<file path="src/logic/ecod_pkg.sv">
package ecod_pkg;
    // ------------------------------------------------------------
    // Opcode groups by high nibble
    // ------------------------------------------------------------
    typedef enum logic [2:0] {
        ECOD_GRP_BIT = 3'h0,
        ECOD_GRP_BRANCH = 3'h1,
        ECOD_GRP_RMW = 3'h2,
        ECOD_GRP_CONTROL = 3'h3,
        ECOD_GRP_REGMEM = 3'h4
    } ecod_group_e;

    // ------------------------------------------------------------
    // Addressing modes
    // ------------------------------------------------------------
    typedef enum logic [2:0] {
        no_operand_mode = 3'h0,
        literal_operand_mode = 3'h1,
        direct_mode = 3'h2,
        full_address_mode = 3'h3,
        indexed_long_offset_mode = 3'h4,
        indexed_short_offset_mode = 3'h5,
        indexed_plain_mode = 3'h6,
        relative_mode = 3'h7
    } ecod_mode_e;

    // ------------------------------------------------------------
    // Fetch sequencer states, Gray along the usual path
    // ------------------------------------------------------------
    typedef enum logic [2:0] {
        ECOD_ST_OPCODE = 3'h0,
        ECOD_ST_BYTE1 = 3'h1,
        ECOD_ST_BYTE2 = 3'h3,
        ECOD_ST_EXEC = 3'h2,
        ECOD_ST_WAIT = 3'h6
    } ecod_state_e;

    localparam logic [7:0] ECOD_OP_COPY_X_TO_A = 8'h9F;
    localparam logic [7:0] ECOD_OP_WAIT = 8'h8F;
    localparam logic [3:0] ECOD_CYC_COPY_X_TO_A = 4'h2;
    localparam logic [3:0] ECOD_CYC_WAIT = 4'h2;
    localparam logic [3:0] ECOD_CYC_DEFAULT = 4'h2;
    localparam logic [7:0] ECOD_RESET_BYTE = 8'h00;
    localparam logic [15:0] ECOD_RESET_WORD = 16'h0000;
    localparam logic [1:0] ECOD_IMASK_ON_RESET = 2'h1;
endpackage

</file>
<file path="src/logic/ecod_decoder.sv">
// Overview of operation
// (RULE1) Opcode 9F copies index into accumulator in 2 cycles, flags untouched.
// (RULE2) Opcode 8F clears interrupt mask, stops CPU clock until interrupt; 2 cycles.
// (RULE3) High nibble classifies: bit, branch, read-modify-write, control, register/memory.
// (RULE4) Bit-test-and-branch fetches direct address byte then displacement byte.
// (RULE5) 16-bit indexed offset: high byte then low, address is offset plus index.
// (RULE6) Full address mode fetches address high byte then low byte.
// (RULE7) 8-bit indexed offset: one byte added to index gives address.
// (RULE8) Plain indexed: index is the address, no operand bytes.
// (RULE9) Relative branch fetches one displacement byte, applied when taken.
// (RULE10) Operand field is zero, one or two bytes, set by the mode.
// (RULE11) Column is opcode high digit, row low digit; cell gives mode and length.
// (RULE12) Taken displacement is signed, added to next instruction address.
module ecod_decoder
    import ecod_pkg::*;
(
    input wire logic clk,
    input wire logic sys_rst,
    input wire logic [7:0] fetch_data,
    input wire logic fetch_valid,
    input wire logic [7:0] index_reg,
    input wire logic [7:0] acc_in,
    input wire logic [15:0] pc_in,
    input wire logic branch_taken,
    input wire logic irq_pending,
    output logic fetch_req,
    output logic [7:0] cur_opcode,
    output ecod_group_e cur_group,
    output ecod_mode_e cur_mode,
    output logic [1:0] cur_length,
    output logic [15:0] eff_addr,
    output logic [7:0] literal_byte,
    output logic [15:0] branch_target,
    output logic branch_load,
    output logic exec_valid,
    output logic [7:0] acc_out,
    output logic acc_load,
    output logic clear_imask,
    output logic flags_hold,
    output logic cpu_clk_stop
);
    // --------------------------------------------------------
    // Declarations
    // --------------------------------------------------------
    ecod_state_e state;
    ecod_group_e dec_group;
    ecod_mode_e dec_mode;
    logic [1:0] dec_bytes;
    logic dec_bit_branch;
    logic [7:0] byte1;
    logic [7:0] byte2;
    logic [15:0] next_eff;
    logic [15:0] next_target;
    logic [7:0] disp;
    logic [3:0] cyc;
    logic exec_last;
    logic dec_is_branch;

    ecod_classify u_classify (
        .opcode(cur_opcode),
        .group(dec_group),
        .mode(dec_mode),
        .operand_bytes(dec_bytes),
        .bit_branch(dec_bit_branch)
    );

    // --------------------------------------------------------
    // Shared opcode tests
    // --------------------------------------------------------
    function automatic logic is_copy_op(input logic [7:0] op);
        return op == ECOD_OP_COPY_X_TO_A;
    endfunction

    function automatic logic is_wait_op(input logic [7:0] op);
        return op == ECOD_OP_WAIT;
    endfunction

    // Last execute cycle; every end-of-instruction strobe keys off it
    assign exec_last = (state == ECOD_ST_EXEC) && (cyc == 4'h1);
    assign dec_is_branch = (dec_mode == relative_mode) || dec_bit_branch;

    // --------------------------------------------------------
    // Address and target forming
    // --------------------------------------------------------
    always_comb begin
        unique case (cur_mode)
            full_address_mode: next_eff = {byte1, byte2}; // RULE6
            indexed_long_offset_mode: next_eff = 16'({byte1, byte2} + {8'h00, index_reg}); // RULE5
            indexed_short_offset_mode: next_eff = 16'({8'h00, byte1} + {8'h00, index_reg}); // RULE7
            indexed_plain_mode: next_eff = {8'h00, index_reg}; // RULE8
            direct_mode, literal_operand_mode: next_eff = {8'h00, byte1};
            default: next_eff = ECOD_RESET_WORD;
        endcase
        // Bit-test branches carry the displacement in the second byte
        disp = dec_bit_branch ? byte2 : byte1;
        // pc_in points past the last operand byte: the following instruction
        next_target = 16'(pc_in + {{8{disp[7]}}, disp}); // RULE12
    end

    // --------------------------------------------------------
    // Fetch sequencer
    // --------------------------------------------------------
    always_ff @(posedge clk) begin
        if (sys_rst) begin
            state <= ECOD_ST_OPCODE;
        end else begin
            unique case (state)
                ECOD_ST_OPCODE: if (fetch_valid) state <= ECOD_ST_BYTE1;
                ECOD_ST_BYTE1: begin
                    // Decode of the latched opcode settles here; length picks the path
                    if (dec_bytes == 2'h0) state <= ECOD_ST_EXEC; // RULE10
                    else if (fetch_valid && dec_bytes == 2'h1) state <= ECOD_ST_EXEC;
                    else if (fetch_valid) state <= ECOD_ST_BYTE2;
                end
                ECOD_ST_BYTE2: if (fetch_valid) state <= ECOD_ST_EXEC;
                ECOD_ST_EXEC: begin
                    if (cyc > 4'h1) state <= ECOD_ST_EXEC;
                    else if (is_wait_op(cur_opcode)) state <= ECOD_ST_WAIT; // RULE2
                    else state <= ECOD_ST_OPCODE;
                end
                ECOD_ST_WAIT: if (irq_pending) state <= ECOD_ST_OPCODE;
                default: state <= ECOD_ST_OPCODE;
            endcase
        end
    end

    // --------------------------------------------------------
    // Opcode and operand capture
    // --------------------------------------------------------
    always_ff @(posedge clk) begin
        if (sys_rst) begin
            cur_opcode <= ECOD_RESET_BYTE;
            byte1 <= ECOD_RESET_BYTE;
            byte2 <= ECOD_RESET_BYTE;
        end else begin
            if (state == ECOD_ST_OPCODE && fetch_valid) cur_opcode <= fetch_data;
            // First operand byte is the high byte in full address and 16-bit indexed forms, the direct address in bit-test branches
            if (state == ECOD_ST_BYTE1 && fetch_valid && dec_bytes != 2'h0) byte1 <= fetch_data;
            if (state == ECOD_ST_BYTE2 && fetch_valid) byte2 <= fetch_data; // RULE4
        end
    end

    // --------------------------------------------------------
    // Cycle count of execute phase
    // --------------------------------------------------------
    always_ff @(posedge clk) begin
        if (sys_rst) begin
            cyc <= 4'h0;
        end else if (state != ECOD_ST_EXEC) begin
            // Both documented inherent ops take 2 cycles; others use the default
            if (is_copy_op(cur_opcode)) cyc <= ECOD_CYC_COPY_X_TO_A; // RULE1
            else if (is_wait_op(cur_opcode)) cyc <= ECOD_CYC_WAIT; // RULE2
            else cyc <= ECOD_CYC_DEFAULT;
        end else if (cyc != 4'h0) begin
            cyc <= cyc - 4'h1;
        end
    end

    // --------------------------------------------------------
    // Fetch request
    // --------------------------------------------------------
    always_ff @(posedge clk) begin
        if (sys_rst) begin
            fetch_req <= 1'b0;
        end else begin
            // Lags the state by one edge; the far side offers only while it is high
            fetch_req <= (state == ECOD_ST_OPCODE) || (state == ECOD_ST_BYTE2)
                || (state == ECOD_ST_BYTE1 && dec_bytes != 2'h0);
        end
    end

    // --------------------------------------------------------
    // Decode and address outputs
    // --------------------------------------------------------
    always_ff @(posedge clk) begin
        if (sys_rst) begin
            cur_group <= ECOD_GRP_BIT;
            cur_mode <= no_operand_mode;
            cur_length <= 2'h0;
            eff_addr <= ECOD_RESET_WORD;
            literal_byte <= ECOD_RESET_BYTE;
        end else begin
            cur_group <= dec_group; // RULE3
            cur_mode <= dec_mode;
            cur_length <= dec_bytes;
            eff_addr <= next_eff;
            literal_byte <= byte1;
        end
    end

    // --------------------------------------------------------
    // Branch outputs
    // --------------------------------------------------------
    always_ff @(posedge clk) begin
        if (sys_rst) begin
            branch_target <= ECOD_RESET_WORD;
            branch_load <= 1'b0;
        end else begin
            branch_target <= next_target;
            // Taken branch loads the pc once, at the end of execute
            branch_load <= exec_last && branch_taken && dec_is_branch; // RULE9
        end
    end

    // --------------------------------------------------------
    // Execute strobe and accumulator copy
    // --------------------------------------------------------
    always_ff @(posedge clk) begin
        if (sys_rst) begin
            exec_valid <= 1'b0;
            acc_out <= ECOD_RESET_BYTE;
            acc_load <= 1'b0;
            flags_hold <= 1'b0;
        end else begin
            exec_valid <= exec_last;
            acc_out <= index_reg;
            acc_load <= exec_last && is_copy_op(cur_opcode); // RULE1
            flags_hold <= (state == ECOD_ST_EXEC) && is_copy_op(cur_opcode); // RULE1
        end
    end

    // --------------------------------------------------------
    // Wait control
    // --------------------------------------------------------
    always_ff @(posedge clk) begin
        if (sys_rst) begin
            clear_imask <= 1'b0;
            cpu_clk_stop <= 1'b0;
        end else begin
            clear_imask <= exec_last && is_wait_op(cur_opcode); // RULE2
            // Clock stays stopped until an interrupt is pending
            cpu_clk_stop <= (state == ECOD_ST_WAIT) && !irq_pending; // RULE2
        end
    end
endmodule

</file>
<file path="src/logic/ecod_classify.sv">
module ecod_classify
    import ecod_pkg::*;
(
    input wire logic [7:0] opcode,
    output ecod_group_e group,
    output ecod_mode_e mode,
    output logic [1:0] operand_bytes,
    output logic bit_branch
);
    // --------------------------------------------------------
    // Map column decode
    // --------------------------------------------------------
    always_comb begin
        bit_branch = 1'b0;
        unique case (opcode[7:4])
            4'h0, 4'h1: group = ECOD_GRP_BIT; // RULE3
            4'h2: group = ECOD_GRP_BRANCH;
            4'h3, 4'h4, 4'h5, 4'h6, 4'h7: group = ECOD_GRP_RMW;
            4'h8, 4'h9: group = ECOD_GRP_CONTROL;
            default: group = ECOD_GRP_REGMEM;
        endcase
        unique case (opcode[7:4]) // RULE11
            4'h0: begin
                mode = direct_mode;
                operand_bytes = 2'h2; // RULE4
                bit_branch = 1'b1;
            end
            4'h1, 4'h3, 4'hB: begin
                mode = direct_mode;
                operand_bytes = 2'h1;
            end
            4'h2: begin
                mode = relative_mode;
                operand_bytes = 2'h1; // RULE9
            end
            4'h6, 4'hE: begin
                mode = indexed_short_offset_mode;
                operand_bytes = 2'h1; // RULE7
            end
            4'h7, 4'hF: begin
                mode = indexed_plain_mode;
                operand_bytes = 2'h0; // RULE8
            end
            4'hA: begin
                // Row D of this column is a relative call
                mode = (opcode[3:0] == 4'hD) ? relative_mode : literal_operand_mode;
                operand_bytes = 2'h1;
            end
            4'hC: begin
                mode = full_address_mode;
                operand_bytes = 2'h2; // RULE6
            end
            4'hD: begin
                mode = indexed_long_offset_mode;
                operand_bytes = 2'h2; // RULE5
            end
            default: begin
                mode = no_operand_mode;
                operand_bytes = 2'h0;
            end
        endcase
    end
endmodule

</file>
<file path="config.mk">
export PLATFORM = sky130hd
export DESIGN_NAME = ecod_decoder
export DESIGN_NICKNAME = d
export VERILOG_FILES = /design/src/logic/ecod_pkg.sv /design/src/logic/ecod_decoder.sv /design/src/logic/ecod_classify.sv
export SDC_FILE = /design/constraint.sdc
export NUM_CORES = 1
export LEC_CHECK = 0
export BUFFER_PORTS_ARGS = -buffer_cell sky130_fd_sc_hd__buf_2
export CELL_PAD_IN_SITES_DETAIL_PLACEMENT = 2
export CELL_PAD_IN_SITES_GLOBAL_PLACEMENT = 2
export CORE_UTILIZATION = 30
export DETAILED_ROUTE_END_ITERATION = 8
export PLACE_DENSITY = 0.74
export SLEW_MARGIN = 15
export SYNTH_ARGS = -nofsm -noshare
export SYNTH_HDL_FRONTEND = slang
export SYNTH_SLANG_ARGS = --single-unit
</file>
<file path="constraint.sdc">
create_clock -name clk -period 5.7 [get_ports clk]
set_input_delay 0.855 -clock clk [delete_from_list [all_inputs] [get_ports clk]]
set_output_delay 0.855 -clock clk [all_outputs]
set_load 0.02 [all_outputs]
</file>
==> results.toml, run 1 <==
[run_status]
status = "completed"

[cts]
h-tree-depth = 3
clockRootBuffer = "clkbuf_16"
clkTransAtPathRegs_ns = 0.07
ctsResizeCount = 0
clk_path_buf_depth = 2
post_cts.repair.setup_buffers = 0
cts_tree = "built"
postCtsHoldBufs = 0
worstSkewPairLatency_ns = 0.36
numCtsBuffers = 9
clkSinkCount = 94

[floorplan]
die_h_um = 132
ios = 116
coreArea_mm2 = 0.0165
row_count = 47
start_util_pct = 30.7
die_x_um = 132
die_area_mm2 = 0.0174

[worst_setup_path]
crit_top_cell = "a211oi_1"
cp_slowest_cell = "nor4_4"
arrival_ns = 4.25
crit_chain = "nor4_4 > mux2_2 > ha_1 > fa_1 > a211oi_1 > o21ai_1 > a211oi_1 > nor2_1 > and4_1 > a311o_1"
criticalPathCategory = "flip-flop to flip-flop"
critPathLaunchType = "flip-flop"
required_ns = 5.95
critPathMaxStageDelay_ns = 0.69
critPathCaptureType = "flip-flop"
path_max_fanout = 20

[cells_and_area]
fillers = 1854
area_delta_synth_final_pct = 19.3
multi_input_area_mm2 = 0.00301
drive_above_1_share_pct = 19.7
seqCellArea_mm2 = 0.00188
finalInstanceArea_mm2 = 0.00605
layout.cells.non_filler = 907
final_nets = 762

[detailed_routing]
vias_per_cell = 5.28
num_vias = 4785
drc_errors = 0
detail_route.iter0.violations = 157
firstDrtPassIters = 6
wl_mm = 16.6
ant_nets = 0
wl_per_cell_um = 18.3

[global_route]
grt_pass1_vias = 5253
track_usage_pct = 19.9
overflow = 0
grt_pass1_wl_mm = 27.4
grt_max_degree = 33
antenna_found_initial = 1

[place]
gp_congestion = 0.826
place_inst = 891
portBuffers = 107
place.detailed.hpwl_mm = 12.5
postPlaceCellArea_mm2 = 0.00576

[timing]
finalSetupViolations = 0
tightest_slew_ns = 0.929
timing.fmax_mhz = 250
finalCritPeriodShare_pct = 70.3
maxSlewHeadroom_pct = 37.9
rsz0062_at_grt = "false"
finalCriticalPeriod_ns = 4.01
maxSlewViolCount = 0
hold_violations = 0
fin_setup_tns_ns = 0
fin_hold_ws_ns = 0.486
fin_skew_ns = 0.0109

[pwr]
sequentialPowerShare_pct = 44.3
clock_power_share_pct = 36.8
vdd_drop_max_v = 0.000143
power.internal_w = 0.00116
p_sw_share_pct = 31.2
power_density_mw_per_mm2 = 279
leakage_nw = 2.68
p_sw_w = 0.000528
comb_power_share_pct = 18.9

[synth]
synthArstFlopShare_pct = 0
synth.top_cell.area_share_pct = 37.1
syn_nets = 673
yosys_warnings = 0
syn_inst = 593
syn_area_per_cell_um2 = 8.56
ys_top_cells_by_area = "dfxtp_1 37%, ha_1 7.9%, a21oi_1 5.0%"
synth_edf_count = 0
synth_cell_types = 58
synth_flop_cell = "dfxtp_1"
synth-seq-area-share_pct = 37.1
ys_ff_latch = 94
yosysTopAreaCell = "dfxtp_1"
mappedNetlistArea_mm2 = 0.00507

[job]
cap_violations = 0

[hold_path]
hold_path.class = "flip-flop to flip-flop"
==> placed cells by master (no fill, tap or decap), types with 16 or more instances in the layout <==
master / count
buf_2: 107
dfxtp_1: 94
nand2_1: 64
a21oi_1: 51
nor2_1: 50
ha_1: 32
nor2b_1: 29
o21ai_0: 24
nor3_1: 18
nand3_1: 17
a211oi_1: 16
==> flip-flops by register name (all words and copies together) (netlist names), 2 cells and up <==
register,cells
acc_out,8
branch_target,16
byte1,8
byte2,8
cur_group,3
cur_length,2
cur_mode,3
cur_opcode,8
cyc,4
eff_addr,16
literal_byte,8
state,3
==> through the flow <==
stage | power (W) | setup slack [ns] | util [%]
2_1_floorplan | 0.000974 | 2.25 | -
3_3_place_gp | 0.00107 | 1.79 | 34.8
3_5_place_dp | 0.00108 | 1.69 | 34.8
4_1_cts | 0.00171 | 1.67 | 36.6
5_1_grt | 0.00178 | 1.46 | 36.6
6_report | 0.00169 | 1.69 | 36.6
==> final cells by class <==
| type | count | area share [%] |
|---|---|---|
| flip-flops and latches | 94 | 31.1 |
| clock inverters | 6 | 1.16 |
| clock buffers | 9 | 3.72 |
| multi-input cells | 457 | 49.7 |
| repair buffers | 109 | 9.09 |
| diodes | 1 | 0.0413 |
| inverters | 11 | 0.682 |
| well taps | 220 | 4.55 |
==> worst max-delay path, delay by kind of cell, from the launching register on <==
family / cells / cell delay, ns
flops: 1 / 0.56
fa+ha+maj: 2 / 0.66
mux: 1 / 0.42
compound gates: 4 / 1.16
simple gates: 3 / 1.10
==> cells in the mapped netlist (all sizes together) (8+ instances only) <==
| cell | n |
|---|---|
| inv | 11 |
| a21o | 10 |
| nand2 | 64 |
| buf | 11 |
| nor3 | 18 |
| nand2b | 9 |
| mux2i | 10 |
| o21a | 8 |
| nand3 | 17 |
| clkbuf | 20 |
| o21ai | 26 |
| dfxtp | 94 |
| a211oi | 16 |
| nor2b | 29 |
| xnor2 | 10 |
| nor2 | 50 |
| ha | 32 |
| a21oi | 51 |
==> power by group through the flow <==
| stage | registers [W] | logic [W] | clock network, W |
|---|---|---|---|
| after floorplan | 0.000765 | 0.000209 | 0 |
| after global placement | 0.000760 | 0.000309 | 0 |
| after detailed placement | 0.000763 | 0.000322 | 0 |
| after CTS | 0.000748 | 0.000325 | 0.000640 |
| after global routing | 0.000754 | 0.000355 | 0.000666 |
| final | 0.000748 | 0.000320 | 0.000621 |
==> path summary, 6_finish.rpt <==
path                                     from                end  slack (ns)  cells past startpoint
worst min register to register  cur_opcode[2]      cur_opcode[2]        0.49                      2
worst max register to register  cur_opcode[4]  branch_target[14]        1.69                     10
worst min-delay path            cur_opcode[2]      cur_opcode[2]        0.49                      2
worst max-delay path            cur_opcode[4]  branch_target[14]        1.69                     10
==> per-layer routing <==
metal	part of all wire, %	global-route usage, %	wire [µm]	vias to the layer above
met4	1.5	7.04	249	0
met1	44	23.5	7350	2387
met3	2.8	3.38	463	15
met2	51	35.9	8530	61
li1	-	-	-	2322
met5	0	0	0	-
==> logic make-up after synthesis <==
group | synth area share, %
muxes | 3.53
DFF | 37.1
adders and majority gates | 9.08
xor gates and xnor gates | 3.03
and+or+nand+nor | 22.7
AOI/OAI and AO/OA | 21.0
buffers and inverters | 3.63
No activity file was read; power rests on OpenSTA's default activity.
==> run 2, diff against run 1 <==
==> constraint.sdc (replaced) <==
create_clock -name clk -period 3.85 [get_ports clk]
set_input_delay 0.5775 -clock clk [delete_from_list [all_inputs] [get_ports clk]]
set_output_delay 0.5775 -clock clk [all_outputs]
set_load 0.02 [all_outputs]
==> results.toml, run 2 (synthesized netlist as in run 1, its figures left out) <==
[hold_path]
whs_path_depth = 2
hold_path.class = "primary input to flip-flop"

[timing]
fin_setup_tns_ns = 0
fin_skew_ns = 0.0103
finalCriticalPeriod_ns = 3.48
setup_ws_ns = 0.365
finalSetupViolations = 0
timing.fmax_mhz = 287
maxSlewViolCount = 0
hold_violations = 0
finalCritPeriodShare_pct = 90.5
maxSlewHeadroom_pct = 41.5
tightest_slew_ns = 0.875
rsz0062_at_grt = "false"

[cts]
clkTransAtPathRegs_ns = 0.08
clkSinkCount = 94
post_cts.repair.setup_buffers = 0
cts_tree = "built"
numCtsBuffers = 9
clk_path_buf_depth = 2
worstSkewPairLatency_ns = 0.35
ctsResizeCount = 0
clockRootBuffer = "clkbuf_16"
h-tree-depth = 3
postCtsHoldBufs = 0

[detailed_routing]
wl_mm = 17.0
drc_errors = 0
wl_per_cell_um = 18.6
num_vias = 4829
detail_route.iter0.violations = 159
vias_per_cell = 5.28
firstDrtPassIters = 4
ant_nets = 0

[worst_setup_path]
crit_start = "cur_opcode[4]"
r2r_start = "cur_opcode[4]"
arrival_ns = 3.71
reg2reg_depth = 10
critPathCaptureType = "flip-flop"
path_max_fanout = 9
crit_end = "branch_target[13]"
required_ns = 4.07
criticalPathCategory = "flip-flop to flip-flop"
critPathLaunchType = "flip-flop"
r2r-end = "branch_target[13]"
rrSetupSlack_ns = 0.37

[cells_and_area]
final_core_util_pct = 36.9
multi_input_area_mm2 = 0.00301
final_common_cell = "buf_2"
layout.cells.non_filler = 915
final_nets = 770
fillers = 1892
area_delta_synth_final_pct = 20.3
layout_common_cells = "107 x buf_2, 94 x dfxtp_1, 64 x nand2_1"
drive_above_1_share_pct = 20.7
reg_top3 = "branch_target x16, eff_addr x16"
seqCellArea_mm2 = 0.00188
n_antenna_cell = 0

[floorplan]
ios = 116
die_area_mm2 = 0.0174
start_util_pct = 30.7
row_count = 47
die_x_um = 132
die_h_um = 132
coreArea_mm2 = 0.0165

[place]
gp_congestion = 0.817
place.detailed.hpwl_mm = 12.8
portBuffers = 107
place_ws_ns = 0.434
place_inst = 899

[global_route]
overflow = 0
track_usage_pct = 20.0
antenna_found_initial = 0
grt_max_degree = 42
grt_pass1_wl_mm = 27.6
grt_pass1_vias = 5266

[pwr]
leakage_nw = 2.72
vdd_drop_max_v = 0.000222
power_density_mw_per_mm2 = 408
p_total_w = 0.00249

[job]
cap_violations = 0

[run_status]
status = "completed"
[run 2: changes by cell type in the layout (fill, tap and decap cells not counted)]
cell        previous run  this run
buf_4                  2        10
clkinvlp_4             2         0
inv_6                  1         3
bufinv_16              1         0
clkinv_4               0         1
diode_2                1         0
inv_8                  1         2
[run 2: worst min-delay path by stage]
| stage | start | to |
|---|---|---|
| after detailed placement | cur_opcode[0] | cur_opcode[0] |
| after floorplan | byte2[0] | byte2[0] |
| final | branch_taken | branch_load |
| after global placement | cur_opcode[0] | cur_opcode[0] |
| after CTS | branch_taken | branch_load |
| after global routing | branch_taken | branch_load |
[run 2: worst max-delay path, cell delays in order (launching register included)]
cell and delay (ns):
dfxtp_1 0.34, nor4_4 0.33, buf_4 0.23, mux2_2 0.46
ha_1 0.41, and4_1 0.24, and2_1 0.17, a311o_1 0.39
o31ai_1 0.48, or4_1 0.20, o211ai_1 0.08
[run 2: cell type report]
cell class                 count  area share, %
clock buffer                   9           3.69
clock inverter                 7           1.02
inverter                      11          0.676
multi-input combinational    457           49.3
sequential                    94           30.8
tap                          220           4.51
timing repair buffer         117           10.0
[run 2: per-layer routing]
layer / routed length [µm] / GRT usage, % / part of all wire, %
met1: 7500 / 23.9 / 44
met2: 8710 / 35.8 / 51
met3: 595 / 3.84 / 3.5
met4: 236 / 6.65 / 1.4
met5: 0 / 0 / 0
[run 2: power breakdown]
| group | switching (W) | internal [W] | leakage, nW |
|---|---|---|---|
| clock | 0.000438 | 0.000455 | 0.145 |
| combinational | 0.000318 | 0.000196 | 1.81 |
| sequential | 0.0000548 | 0.00103 | 0.768 |
[run 2: metrics by stage]
stage / area (µm²) / hold slack (ns)
6_report: 6100 / 0.485
5_1_grt: 6100 / 0.475
4_1_cts: 6100 / 0.478
3_5_place_dp: 5820 / 0.476
3_3_place_gp: 5820 / 0.465
2_1_floorplan: 5070 / 0.463
==> run 3, diff against run 2 <==
--- a/config.mk
+++ b/config.mk
@@ -6,11 +6,9 @@
 export NUM_CORES = 1
 export LEC_CHECK = 0
 export BUFFER_PORTS_ARGS = -buffer_cell sky130_fd_sc_hd__buf_2
-export CELL_PAD_IN_SITES_DETAIL_PLACEMENT = 2
-export CELL_PAD_IN_SITES_GLOBAL_PLACEMENT = 2
 export CORE_UTILIZATION = 30
 export DETAILED_ROUTE_END_ITERATION = 8
-export PLACE_DENSITY = 0.74
+export PLACE_DENSITY = 0.47
 export SLEW_MARGIN = 15
 export SYNTH_ARGS = -nofsm -noshare
 export SYNTH_HDL_FRONTEND = slang
==> results.toml, run 3 (synthesized netlist as in run 1, its figures left out) <==
[run_status]
status = "completed"

[global_route]
antenna_found_initial = 2
overflow = 0
grt_max_degree = 34
grt_pass1_wl_mm = 23.6
track_usage_pct = 17.1
grt_pass1_vias = 4676

[place]
place.detailed.hpwl_mm = 10.9
gp_congestion = 0.870
postPlaceCellArea_mm2 = 0.00582
portBuffers = 107
place_ws_ns = 0.550

[hold_path]
hold_path.class = "flip-flop to flip-flop"
hp-start = "cur_opcode[2]"
whs_path_depth = 2
hold-path-endpoint = "cur_opcode[2]"

[cts]
h-tree-depth = 3
clockRootBuffer = "clkbuf_16"
clkSinkCount = 94
ctsResizeCount = 0
cts_tree = "built"
postCtsHoldBufs = 0
clkTransAtPathRegs_ns = 0.07
post_cts.repair.setup_buffers = 0
numCtsBuffers = 9
clk_path_buf_depth = 2
worstSkewPairLatency_ns = 0.35

[job]
cap_violations = 0

[worst_setup_path]
critPathMaxStageDelay_ns = 0.46
rrSetupSlack_ns = 0.56
r2r-end = "branch_target[13]"
r2r_start = "cur_opcode[4]"
arrival_ns = 3.51
required_ns = 4.07
reg2reg_depth = 10
critPathLaunchType = "flip-flop"
path_max_fanout = 9
criticalPathCategory = "flip-flop to flip-flop"
crit_chain = "nor4_4 > buf_4 > mux2_2 > ha_1 > and4_1 > and2_1 > a311o_1 > o31ai_1 > or4_1 > o211ai_1"
critPathCaptureType = "flip-flop"
cp_slowest_cell = "mux2_2"

[detailed_routing]
wl_per_cell_um = 15.5
wl_mm = 14.2
ant_nets = 0
vias_per_cell = 5.06
firstDrtPassIters = 4
detail_route.iter0.violations = 170
drc_errors = 0
num_vias = 4641

[timing]
finalCritPeriodShare_pct = 85.5
finalSetupViolations = 0
maxSlewHeadroom_pct = 43.2
fin_skew_ns = 0.0103
rsz0062_at_grt = "false"
tightest_slew_ns = 0.850
hold_violations = 0
fin_setup_tns_ns = 0
setup_ws_ns = 0.558
timing.fmax_mhz = 304
maxSlewViolCount = 0
finalCriticalPeriod_ns = 3.29

[floorplan]
die_area_mm2 = 0.0174
ios = 116
coreArea_mm2 = 0.0165
die_x_um = 132
start_util_pct = 30.7
die_h_um = 132
row_count = 47

[cells_and_area]
final_core_util_pct = 37.1
finalInstanceArea_mm2 = 0.00614
drive_above_1_share_pct = 20.7
reg_top3 = "branch_target x16, eff_addr x16"
final_nets = 771
layout_common_cells = "107 x buf_2, 94 x dfxtp_1, 64 x nand2_1"
area_delta_synth_final_pct = 20.9
final_common_cell = "buf_2"

[pwr]
power_density_mw_per_mm2 = 407
leakage_nw = 2.74
vdd_drop_max_v = 0.000203
p_total_w = 0.00250
==> run 3: cell types whose count changed in the layout (fill, tap and decap cells not counted), sizes merged <==
| cell | change |
|---|---|
| bufinv | +1 |
| clkinv | -1 |
| diode | +1 |
| clkbuf | +3 |
| inv | -3 |
| buf | +1 |
==> run 3: cell type report <==
class / count / area (µm²)
clock inverters: 4 / 52.6
diodes: 1 / 2.50
inverters: 11 / 41.3
fillers: 1720 / 10400
multi-input cells: 457 / 3010
flip-flops and latches: 94 / 1880
well taps: 220 / 275
repair buffers: 118 / 618
clock buffers: 12 / 256
==> run 3: worst max path at each step <==
stage               slack [ns]           endpoint     startpoint
finish                    0.56  branch_target[13]  cur_opcode[4]
global route              0.28  branch_target[13]  cur_opcode[4]
CTS                       0.53  branch_target[13]  cur_opcode[4]
detailed placement        0.55  branch_target[13]  cur_opcode[4]
global placement          0.58  branch_target[13]  cur_opcode[4]
floorplan                 0.40  branch_target[14]  cur_opcode[4]
==> run 3: metal layers <==
layer  share of wire (%)  vias to the layer above  routed length, µm  global-route usage, %
li1                    -                     2351                  -                      -
met1                  45                     2159               6420                   20.9
met2                  47                      105               6740                   28.7
met3                 5.0                       24                716                   4.08
met4                 2.5                        2                353                   6.98
met5               0.091                        -                 13                      0
==> run 3: report_power, final <==
group          leakage (nW)  internal [W]  switching [W]  total (W)
logic                  1.82      0.000195       0.000301   0.000496
registers             0.768       0.00103      0.0000493    0.00108
clock network         0.154      0.000543       0.000383   0.000926
==> run 3: through the flow <==
| step | hold slack (ns) | std cells |
|---|---|---|
| 2_1_floorplan | 0.463 | 593 |
| 5_1_grt | 0.485 | 916 |
| 3_5_place_dp | 0.471 | 900 |
| 6_report | 0.479 | 917 |
| 4_1_cts | 0.479 | 916 |
| 3_3_place_gp | 0.464 | 900 |
==> run 3: worst max-delay path, delay by kind of cell (launching register included) <==
kind,cells,cell delay (ns)
DFF,1,0.34
adders and majority gates,1,0.39
muxes,1,0.46
and+or+nand+nor,4,0.87
AOI/OAI and AO/OA,3,0.89
buffers and inverters,1,0.22
